--- src/rtl/smc_pkg.sv ---
// package for the asynchronous byte memory host controller
package smc_pkg;

    localparam int ADDR_W = 20;
    localparam int DATA_W = 8;

    // timing figures in ns, worst-case grade
    localparam int CLK_PERIOD_NS  = 20;
    localparam int T_CYCLE_NS     = 70;
    localparam int T_ACCESS_NS    = 70;
    localparam int T_WPULSE_NS    = 60;
    localparam int T_SETUP_D_NS   = 30;
    localparam int T_FLOAT_NS     = 25;
    localparam int T_RECOVER_NS   = 70;

    // least times round up to whole cycles, the read one cycle more
    localparam int RD_CYC  = (T_ACCESS_NS + CLK_PERIOD_NS - 1) / CLK_PERIOD_NS + 1;
    localparam int WR_CYC  = (T_WPULSE_NS + CLK_PERIOD_NS - 1) / CLK_PERIOD_NS;
    localparam int GAP_CYC = (T_FLOAT_NS + CLK_PERIOD_NS - 1) / CLK_PERIOD_NS;
    localparam int REC_CYC = (T_RECOVER_NS + CLK_PERIOD_NS - 1) / CLK_PERIOD_NS;
    localparam int DS_CYC  = (T_SETUP_D_NS + CLK_PERIOD_NS - 1) / CLK_PERIOD_NS;

    localparam logic [3:0] CNT_ZERO = 4'h0;
    localparam logic [3:0] CNT_ONE  = 4'h1;

    // user request carrier
    typedef struct packed {
        logic              wr;
        logic [ADDR_W-1:0] addr;
        logic [DATA_W-1:0] wdata;
    } smc_req_t;

    // memory strobe carrier, all active levels as on the pins
    typedef struct packed {
        logic sel_n;
        logic sel;
        logic oe_n;
        logic we_n;
    } smc_strb_t;

    typedef enum logic [2:0] {ST_IDLE, ST_READ, ST_WRITE, ST_GAP, ST_STBY, ST_RECOVER} smc_st_t;

endpackage

--- src/rtl/smc_host.sv ---
// host controller driving an asynchronous 1M x 8 static memory
// Function
// RL1: memory holds 1M bytes, 20-bit address, 8-bit data
// RL2: write only with both selects and strobe active
// RL3: write starts all active, ends on one release
// RL4: host holds data around the write-ending edge
// RL5: read with strobe high, selected, output enabled
// RL6: memory floats data after deselect
// RL7: memory floats data while strobe low
// RL8: memory updates read data on address change
// RL9: host sets address no later than select
// RL10: host waits a cycle time after retention standby
// RL11: selected, output disabled: memory stays floated
// RL12: deselected memory ignores controls, enters standby
`timescale 1ns/1ps
module smc_host
    import smc_pkg::*;
(
    input  wire logic              REF_CLK,
    input  wire logic              RST,
    input  wire logic              REQ_VALID,
    input  wire smc_req_t          REQ,
    output logic                   REQ_READY,
    output logic                   RD_VALID,
    output logic [DATA_W-1:0]      RD_DATA,
    input  wire logic              STANDBY,
    output logic [ADDR_W-1:0]      MEM_ADDR,
    output smc_strb_t              MEM_STRB,
    output logic [DATA_W-1:0]      MEM_DQ_O,
    output logic                   MEM_DQ_OE,
    input  wire logic [DATA_W-1:0] MEM_DQ_I
);

    smc_st_t       state_r;
    logic [3:0]    cnt_r;
    logic          done;
    logic          take;

    assign done = (cnt_r == CNT_ONE);

    // a request is taken only on a ready handshake, which wins over standby
    assign take = (state_r == ST_IDLE) && REQ_VALID && REQ_READY;

    // sequencer
    always_ff @(posedge REF_CLK or posedge RST) begin
        if (RST) begin
            state_r <= ST_IDLE;
            cnt_r   <= CNT_ZERO;
        end else begin
            unique case (state_r)
                ST_IDLE: begin
                    if (take) begin
                        state_r <= REQ.wr ? ST_WRITE : ST_READ;
                        cnt_r   <= REQ.wr ? 4'(WR_CYC) : 4'(RD_CYC);
                    end else if (STANDBY) begin
                        state_r <= ST_STBY;
                    end
                end
                ST_READ, ST_WRITE: begin
                    cnt_r <= cnt_r - CNT_ONE;
                    if (done) begin
                        state_r <= ST_GAP;
                        cnt_r   <= 4'(GAP_CYC);
                    end
                end
                ST_GAP: begin
                    cnt_r <= cnt_r - CNT_ONE;
                    if (done) begin
                        state_r <= ST_IDLE;
                    end
                end
                ST_STBY: begin
                    if (!STANDBY) begin
                        state_r <= ST_RECOVER;
                        cnt_r   <= 4'(REC_CYC); // RL10
                    end
                end
                ST_RECOVER: begin
                    cnt_r <= cnt_r - CNT_ONE;
                    if (done) begin
                        state_r <= ST_IDLE;
                    end
                end
            endcase
        end
    end

    // address and write data latch at acceptance, held across the cycle
    always_ff @(posedge REF_CLK or posedge RST) begin
        if (RST) begin
            MEM_ADDR <= '0;
            MEM_DQ_O <= '0;
        end else if (take) begin
            MEM_ADDR <= REQ.addr; // RL9
            MEM_DQ_O <= REQ.wdata; // RL4
        end
    end

    // strobes: select asserted together with address, released together
    always_ff @(posedge REF_CLK or posedge RST) begin
        if (RST) begin
            MEM_STRB <= '{sel_n: 1'b1, sel: 1'b0, oe_n: 1'b1, we_n: 1'b1};
            MEM_DQ_OE <= 1'b0;
        end else if (take) begin
            MEM_STRB.sel_n <= 1'b0; // RL2
            MEM_STRB.sel   <= 1'b1;
            MEM_STRB.oe_n  <= REQ.wr; // RL5
            MEM_STRB.we_n  <= !REQ.wr; // RL3
            MEM_DQ_OE      <= REQ.wr;
        end else if ((state_r == ST_READ || state_r == ST_WRITE) && done) begin
            // strobe and selects end together, data held one more cycle
            MEM_STRB  <= '{sel_n: 1'b1, sel: 1'b0, oe_n: 1'b1, we_n: 1'b1}; // RL3
            MEM_DQ_OE <= MEM_DQ_OE; // RL4
        end else if (state_r == ST_GAP) begin
            MEM_DQ_OE <= 1'b0;
        end else if (state_r == ST_STBY) begin
            MEM_STRB.sel <= 1'b0; // RL12
        end
    end

    // read capture on the last strobed cycle
    always_ff @(posedge REF_CLK or posedge RST) begin
        if (RST) begin
            RD_VALID <= 1'b0;
            RD_DATA  <= '0;
        end else begin
            RD_VALID <= (state_r == ST_READ) && done; // RL5
            if ((state_r == ST_READ) && done) begin
                RD_DATA <= MEM_DQ_I;
            end
        end
    end

    // ready registered to rise on the same edge as the entry to idle
    always_ff @(posedge REF_CLK or posedge RST) begin
        if (RST) begin
            REQ_READY <= 1'b0;
        end else begin
            REQ_READY <= (state_r == ST_IDLE && !take && !STANDBY)
                       || ((state_r == ST_GAP || state_r == ST_RECOVER) && done);
        end
    end

    // host never drives data while memory output is enabled
    property p_no_contention;
        @(posedge REF_CLK) disable iff (RST) !(MEM_DQ_OE && !MEM_STRB.oe_n);
    endproperty
    a_no_contention: assert property (p_no_contention) else $error("bus contention"); // RL7

    property p_write_pulse;
        @(posedge REF_CLK) disable iff (RST)
            $fell(MEM_STRB.we_n) |-> (!MEM_STRB.we_n && !MEM_STRB.sel_n)[*3];
    endproperty
    a_write_pulse: assert property (p_write_pulse) else $error("write pulse short"); // RL3

    property p_data_hold;
        @(posedge REF_CLK) disable iff (RST)
            $rose(MEM_STRB.we_n) |-> MEM_DQ_OE && $stable(MEM_DQ_O);
    endproperty
    a_data_hold: assert property (p_data_hold) else $error("data hold lost"); // RL4

    property p_addr_stable;
        @(posedge REF_CLK) disable iff (RST)
            !MEM_STRB.sel_n && !$rose(!MEM_STRB.sel_n) |-> $stable(MEM_ADDR);
    endproperty
    a_addr_stable: assert property (p_addr_stable) else $error("address moved"); // RL9

    property p_read_done;
        @(posedge REF_CLK) disable iff (RST)
            $fell(MEM_STRB.oe_n) |-> ##[4:5] RD_VALID;
    endproperty
    a_read_done: assert property (p_read_done) else $error("read late"); // RL5

    property p_recover;
        @(posedge REF_CLK) disable iff (RST)
            $fell(STANDBY) && state_r == ST_STBY |-> MEM_STRB.sel_n[*4];
    endproperty
    a_recover: assert property (p_recover) else $error("recovery short"); // RL10

    property p_standby_desel;
        @(posedge REF_CLK) disable iff (RST)
            state_r == ST_STBY |=> !MEM_STRB.sel || MEM_STRB.sel_n;
    endproperty
    a_standby_desel: assert property (p_standby_desel) else $error("standby selected"); // RL12

    property p_both_sel;
        @(posedge REF_CLK) disable iff (RST) MEM_STRB.sel_n == !MEM_STRB.sel || state_r == ST_STBY
            || $past(state_r) == ST_STBY;
    endproperty
    a_both_sel: assert property (p_both_sel) else $error("selects split"); // RL2

    // selection starts only on the edge that takes a ready handshake
    property p_select_after_take;
        @(posedge REF_CLK) disable iff (RST)
            $rose(!MEM_STRB.sel_n) |-> $past(REQ_VALID) && $past(REQ_READY);
    endproperty
    a_select_after_take: assert property (p_select_after_take) else $error("select untaken"); // RL9

    // ready is only offered while the sequencer is idle
    property p_ready_idle;
        @(posedge REF_CLK) disable iff (RST)
            REQ_READY |-> state_r == ST_IDLE;
    endproperty
    a_ready_idle: assert property (p_ready_idle) else $error("ready while busy"); // RL3

    // during a write the memory output stays disabled and the host drives data
    property p_write_oe;
        @(posedge REF_CLK) disable iff (RST)
            !MEM_STRB.we_n |-> MEM_STRB.oe_n && MEM_DQ_OE;
    endproperty
    a_write_oe: assert property (p_write_oe) else $error("write without data drive"); // RL4

    // a released memory stays deselected through the gap
    property p_gap;
        @(posedge REF_CLK) disable iff (RST)
            $rose(MEM_STRB.sel_n) |-> MEM_STRB.sel_n[*3];
    endproperty
    a_gap: assert property (p_gap) else $error("gap short"); // RL3

    c_read:  cover property (@(posedge REF_CLK) disable iff (RST) RD_VALID);
    c_write: cover property (@(posedge REF_CLK) disable iff (RST) $rose(MEM_STRB.we_n));
    c_stby:  cover property (@(posedge REF_CLK) disable iff (RST) state_r == ST_RECOVER);
    c_enter: cover property (@(posedge REF_CLK) disable iff (RST) state_r == ST_STBY);

endmodule

--- config.mk ---
export PLATFORM = sky130hd
export DESIGN_NAME = smc_host
export DESIGN_NICKNAME = d
export VERILOG_FILES = /design/src/rtl/smc_pkg.sv /design/src/rtl/smc_host.sv
export SDC_FILE = /design/constraint.sdc
export NUM_CORES = 1
export LEC_CHECK = 0
export BUFFER_PORTS_ARGS = -buffer_cell sky130_fd_sc_hd__buf_2
export CAP_MARGIN = 20
export CELL_PAD_IN_SITES_DETAIL_PLACEMENT = 1
export CELL_PAD_IN_SITES_GLOBAL_PLACEMENT = 2
export CORE_ASPECT_RATIO = 1.4
export CORE_UTILIZATION = 27
export DETAILED_ROUTE_END_ITERATION = 8
export PLACE_DENSITY = 0.85
export SLEW_MARGIN = 20
export SYNTH_ARGS = -nofsm -noshare
export SYNTH_HDL_FRONTEND = slang
export SYNTH_SLANG_ARGS = --single-unit
--- constraint.sdc ---
create_clock -name REF_CLK -period 1.8 [get_ports REF_CLK]
set_input_delay 0.09 -clock REF_CLK [delete_from_list [all_inputs] [get_ports REF_CLK]]
set_output_delay 0.09 -clock REF_CLK [all_outputs]
set_load 0.005 [all_outputs]
== Word-level counts from Yosys, hierarchy flattened ==
Index checks and enable logic that the tools add are counted.

* Memories: 0
* Output and inout port bits: 43
* Register bits after elaboration: 50
* Input port bits: 41
* Logic and storage cells: 70
* Latch bits: 0
* ROM bits: 0
* Bits in writable memories: 0

* Equal/unequal tests: 13
* Add/sub/neg operators: 1
* Mux-type cells: 21
* Reductions and logical operators: 23
* $mul: 0
* Order comparisons: 0
* Shift operators: 0
* Divide/modulo/power cells: 0
* Bitwise logic cells: 0

{| class="wikitable"
|+ Operators with widths
! operator !! number
|-
| 3-bit 2-to-1 mux || 6
|-
| 4-bit 2-to-1 mux || 4
|-
| 4-bit one-hot mux with 4 select lines || 1
|-
| 3-bit one-hot mux with 4 select lines || 1
|-
| 2-bit inequality test (second input constant) || 4
|-
| 1-bit logical AND || 7
|-
| 1-bit 2-to-1 mux || 7
|-
| 3-bit by 2-bit equality test with 1-bit output (second input constant) || 2
|-
| 3-bit equality test (second input constant) || 2
|-
| 3-bit inequality test (second input constant) || 2
|-
| 2-bit AND reduction || 3
|-
| 4-bit by 1-bit equality test with 1-bit output (second input constant) || 1
|-
| 2-bit 2-to-1 mux || 2
|-
| 4-bit AND reduction || 1
|-
| 2-bit nonzero test || 2
|-
| 2-bit OR reduction || 2
|-
| 4-bit by 1-bit subtractor with 4-bit output (second input constant) || 1
|-
| 3-bit by 1-bit equality test with 1-bit output (second input constant) || 1
|-
| 1-bit logical NOT || 3
|-
| 3-bit logical NOT || 1
|-
| 1-bit logical OR || 3
|-
| 3-bit nonzero test || 1
|-
| 2-bit by 1-bit inequality test with 1-bit output (second input constant) || 1
|}

== Depth between registers and ports, before layout ==
* Word-level depth: 7
* Mapped depth: 7
* Depth with buffers taken out: 7

== Worst setup path after synthesis ==
No wires, ideal clock.

* Path kind: register to register
* Start point: reg state_r[1]
* End point: reg MEM_ADDR[0]
* Setup time: 0.125 ns
* Stages on the path, launching flop included: 6
* Data arrival time: 1.566 ns
* Clock period less this slack: 1.692 ns
* Setup slack: 0.108 ns
* Cell sequence: dfrtp_1 -> buf_4 -> or4_4 -> buf_6 -> buf_6 -> mux2_4

* Word-level cells in the longest chain between the ends: 3

{| class="wikitable"
|+ RTL lines
! element !! RTL line !! source
|-
| start: declaration || smc_host.sv:34 || <nowiki>smc_st_t state_r;</nowiki>
|-
| start signal: assignment || smc_host.sv:53 || <nowiki>state_r <= REQ.wr ? ST_WRITE : ST_READ;</nowiki>
|-
| 3-bit logical NOT || smc_host.sv:42 || <nowiki>assign take = (state_r == ST_IDLE) && REQ_VALID && REQ_READY;</nowiki>
|-
| 1-bit logical AND (2 in series) || smc_host.sv:42 ||
|-
| end signal: assignment || smc_host.sv:94 || <nowiki>MEM_ADDR <= REQ.addr;</nowiki>
|-
| end: declaration || smc_host.sv:27 || <nowiki>output logic [ADDR_W-1:0] MEM_ADDR,</nowiki>
|}

Every way passes these cells.
A chain may end at the register's enable or synchronous reset.

== Worst setup path in the final report ==
* Start point: reg cnt_r[1]
* End point: reg cnt_r[0]

* Word-level cells in the longest chain between the ends: 3

{| class="wikitable"
|+ RTL lines
! element !! RTL line !! source
|-
| start: declaration || smc_host.sv:35 || <nowiki>logic [3:0] cnt_r;</nowiki>
|-
| start signal: assignment || smc_host.sv:54 || <nowiki>cnt_r <= REQ.wr ? 4'(WR_CYC) : 4'(RD_CYC);</nowiki>
|-
| start signal: assignment || smc_host.sv:60 || <nowiki>cnt_r <= cnt_r - CNT_ONE;</nowiki>
|-
| start signal: assignment || smc_host.sv:63 || <nowiki>cnt_r <= 4'(GAP_CYC);</nowiki>
|-
| 4-bit by 1-bit equality test with 1-bit output || smc_host.sv:39 || <nowiki>assign done = (cnt_r == CNT_ONE);</nowiki>
|-
| 4-bit 2-to-1 mux || smc_host.sv:61 || <nowiki>if (done) begin</nowiki>
|-
| 4-bit one-hot mux with 4 select lines || smc_host.sv:50 || <nowiki>unique case (state_r)</nowiki>
|}

Every way passes these cells.

==> results.sh <==
export IMPL_grt_total_usage=0.1343
export IMPL_crit_fanout=3
export IMPL_diodes=0
export IMPL_crit_path_start_kind="register"
export IMPL_ys_flop_type="dfrtp_1"
export IMPL_dieArea_um2=8844
export IMPL_io_buffers=83
export IMPL_areaGrowthSynthToFinish_pct=35.41
export IMPL_grt_max_degree=34
export IMPL_total_power_w=0.004640
export IMPL_overflow=0
export IMPL_max_stage_delay_ns=0.39
export IMPL_p_int_w=0.003191
export IMPL_timing_critical_path_arrival_ns=1.83
export IMPL_final_antenna_net_count=0
export IMPL_drv_cap=0
export IMPL_critPathTopFamily="simple AND/OR/NAND/NOR gates"
export IMPL_die_height_um=110.9
export IMPL_syn_inst=191
export IMPL_p_clk_frac=0.228
export IMPL_firstDrtPassIters=4
export IMPL_syn_area_per_cell_um2=11.97
export IMPL_gp_congestion=0.7952
export IMPL_cts_root_buf="clkbuf_16"
export IMPL_worst_pin_slew_ns=0.5565
export IMPL_synth_seq_area_share=0.5490
export IMPL_crit_required_ns=1.95
export IMPL_cts_sinks=50
export IMPL_place_area_um2=2864
export IMPL_finalCritPeriodShare=0.9370
export IMPL_vias_per_cell=4.593
export IMPL_wl_per_cell_um=14.69
export IMPL_final_cells=391
export IMPL_fin_ws_ns=0.1134
export IMPL_clkLatencyLatePin_ns=0.28
export IMPL_slew_headroom=0.6274
export IMPL_maxSlewViolCount=0
export IMPL_ys_ff_latch=50
export IMPL_hold_viol_final=0
export IMPL_final_cell_mix="83 x buf_2, 46 x dfrtp_1, 32 x nand2_1"
export IMPL_cp_cell_sequence="inv_1 > ha_1 > or3b_4 > or3_1 > a21oi_1 > a211oi_1"
export IMPL_antenna_found_initial=0
export IMPL_drt_initial_drc_count=41
export IMPL_syn_nets=234
export IMPL_crit_type="register to register"
export IMPL_dp_cells=378
export IMPL_p_sw_frac=0.3123
export IMPL_design_area_um2=3095
export IMPL_grt_pass1_vias=1946
export IMPL_cts_path_max_buffers=2
export IMPL_combPwrFrac=0.367
export IMPL_ir_drop_uv=570.4
export IMPL_htreeDepth=2
export IMPL_wirelength_um=5745
export IMPL_ys_async_sr_fraction=1.000
export IMPL_final_common_cell="buf_2"
export IMPL_drive_gt1_frac=0.4948
export IMPL_numCtsBuffers=5
export IMPL_crit_buf_inv=1
export IMPL_leakagePower_nw=1.613
export IMPL_clock_skew_ns=0.003472
export IMPL_ios=84
export IMPL_synthesis_area_um2=2286
export IMPL_place_hpwl_um=4332
export IMPL_die_w_um=79.77
export IMPL_hold_class="input pin to register"
export IMPL_clock_fmax_ghz=0.5929
export IMPL_dpl_worst_slack_ns=0.07077
export IMPL_seqPwrFrac=0.406
export IMPL_p_per_area_nw_per_um2=1499
export IMPL_setup_viol=0
export IMPL_synth_edf_count=0
export IMPL_cts_tree="built"
export IMPL_status="finished, final reports clean"
export IMPL_cp_slowest_cell="or3b_4"
export IMPL_endpoint_kind="register"
export IMPL_num_rows=39
export IMPL_fin_nets=331
export IMPL_ys_types=39
export IMPL_p_switching_w=0.001449
export IMPL_ys_warnings_count=0
export IMPL_drc=0
export IMPL_grt_pass1_wl_um=9287
export IMPL_start_util=0.2788
export IMPL_routed_via_count=1796
export IMPL_coreArea_um2=8198
export IMPL_clk_pin_slew_ns=0.07
export IMPL_layout_min_cycle_time_ns=1.687
## worst register-to-register path, delay by kind of cell (launching register included)
| kind | cells | cell delay, ns |
|---|---|---|
| AND/OR/NAND/NOR | 2 | 0.74 |
| flip-flops | 1 | 0.38 |
| AO/OA/AOI/OAI | 2 | 0.20 |
| adder cells (fa/ha/maj) | 1 | 0.16 |
| buffers and inverters | 1 | 0.08 |
## power groups by stage
stage | registers [W] | logic [W] | clock network, W
2_1_floorplan | 0.00189 | 0.000935 | 0
3_3_place_gp | 0.00187 | 0.00161 | 0
3_5_place_dp | 0.00190 | 0.00167 | 0
4_1_cts | 0.00189 | 0.00169 | 0.00109
5_1_grt | 0.00194 | 0.00190 | 0.00114
6_report | 0.00188 | 0.00170 | 0.00106
## synth_stat cells, types with 2 or more instances
| library cell | n | share of area |
|---|---|---|
| dfrtp_1 | 47 | 0.51 |
| nand2_1 | 32 | 0.053 |
| mux2_4 | 25 | 0.16 |
| o21ai_0 | 12 | 0.026 |
| nor2_1 | 10 | 0.016 |
| a21oi_1 | 9 | 0.020 |
| inv_1 | 7 | 0.011 |
| buf_6 | 5 | 0.025 |
| dfstp_2 | 3 | 0.034 |
| mux2_2 | 3 | 0.015 |
| a311oi_1 | 2 | 0.0077 |
| a31oi_1 | 2 | 0.0055 |
| clkbuf_1 | 2 | 0.0033 |
| ha_1 | 2 | 0.011 |
| nand2b_1 | 2 | 0.0055 |
| nand3_1 | 2 | 0.0044 |
| nor3_1 | 2 | 0.0044 |
| or3_1 | 2 | 0.0055 |
| xnor2_1 | 2 | 0.0077 |
## routing by layer
metal	vias up	GRT usage	part of all wire
met5	-	0	0
met4	0	0.04643	0.018
met3	7	0.02716	0.054
met2	54	0.2490	0.53
met1	886	0.1469	0.39
li1	849	-	-
## what timing repair did
item | in CTS | in global routing
endpoints found under the setup margin | 0 | 14
buffers inserted | 0 | 1
endpoints found under the hold margin | 10 | 0
resized for setup | 0 | 5
hold buffers | 4 | 0
## metrics by stage
stage | setup TNS, ns | util | hold slack [ns]
after floorplan | 0 | - | 0.1650
after global placement | 0 | 0.3494 | -0.001116
after detailed placement | 0 | 0.3494 | 0.003010
after CTS | 0 | 0.3748 | 0.004032
after global routing | -0.0007105 | 0.3776 | 0.01733
final | 0 | 0.3776 | 0.005091
## final cells by class
type | count | area, µm²
fillers | 952 | 5102
flip-flops and latches | 50 | 1256
multi-input cells | 123 | 932.1
repair buffers | 100 | 578.1
well taps | 102 | 127.6
clock buffers | 5 | 125.1
clock inverters | 3 | 43.79
inverters | 8 | 32.53
## registers in the layout (all words and copies together) (netlist names), 3 cells and up
signal,flops
MEM_ADDR,20
MEM_DQ_O,8
state_r,3
MEM_STRB,4
RD_DATA,8
cnt_r,4
## cells by family after synthesis
group | Yosys count | synth area share
compound gates | 34 | 0.08977
xor+xnor | 2 | 0.007664
buf+inv | 18 | 0.04816
fa+ha+maj | 2 | 0.01095
mux | 28 | 0.1790
simple gates | 57 | 0.1155
flops | 50 | 0.5490
## worst paths after layout
check / from / end / cells after the start / slack (ns)
hold reg to reg: RD_DATA[1] / RD_DATA[1] / 2 / 0.48
max in group asynchronous: RST / MEM_STRB[3] / 4 / 0.98
setup reg to reg: cnt_r[1] / cnt_r[0] / 6 / 0.11
setup / recovery: cnt_r[1] / cnt_r[0] / 6 / 0.11
hold / removal: MEM_DQ_I[2] / RD_DATA[2] / 3 / 0.005
min in group asynchronous: RST / RD_VALID / 3 / 0.25
Note: power is estimated with default switching activity, not from simulation.
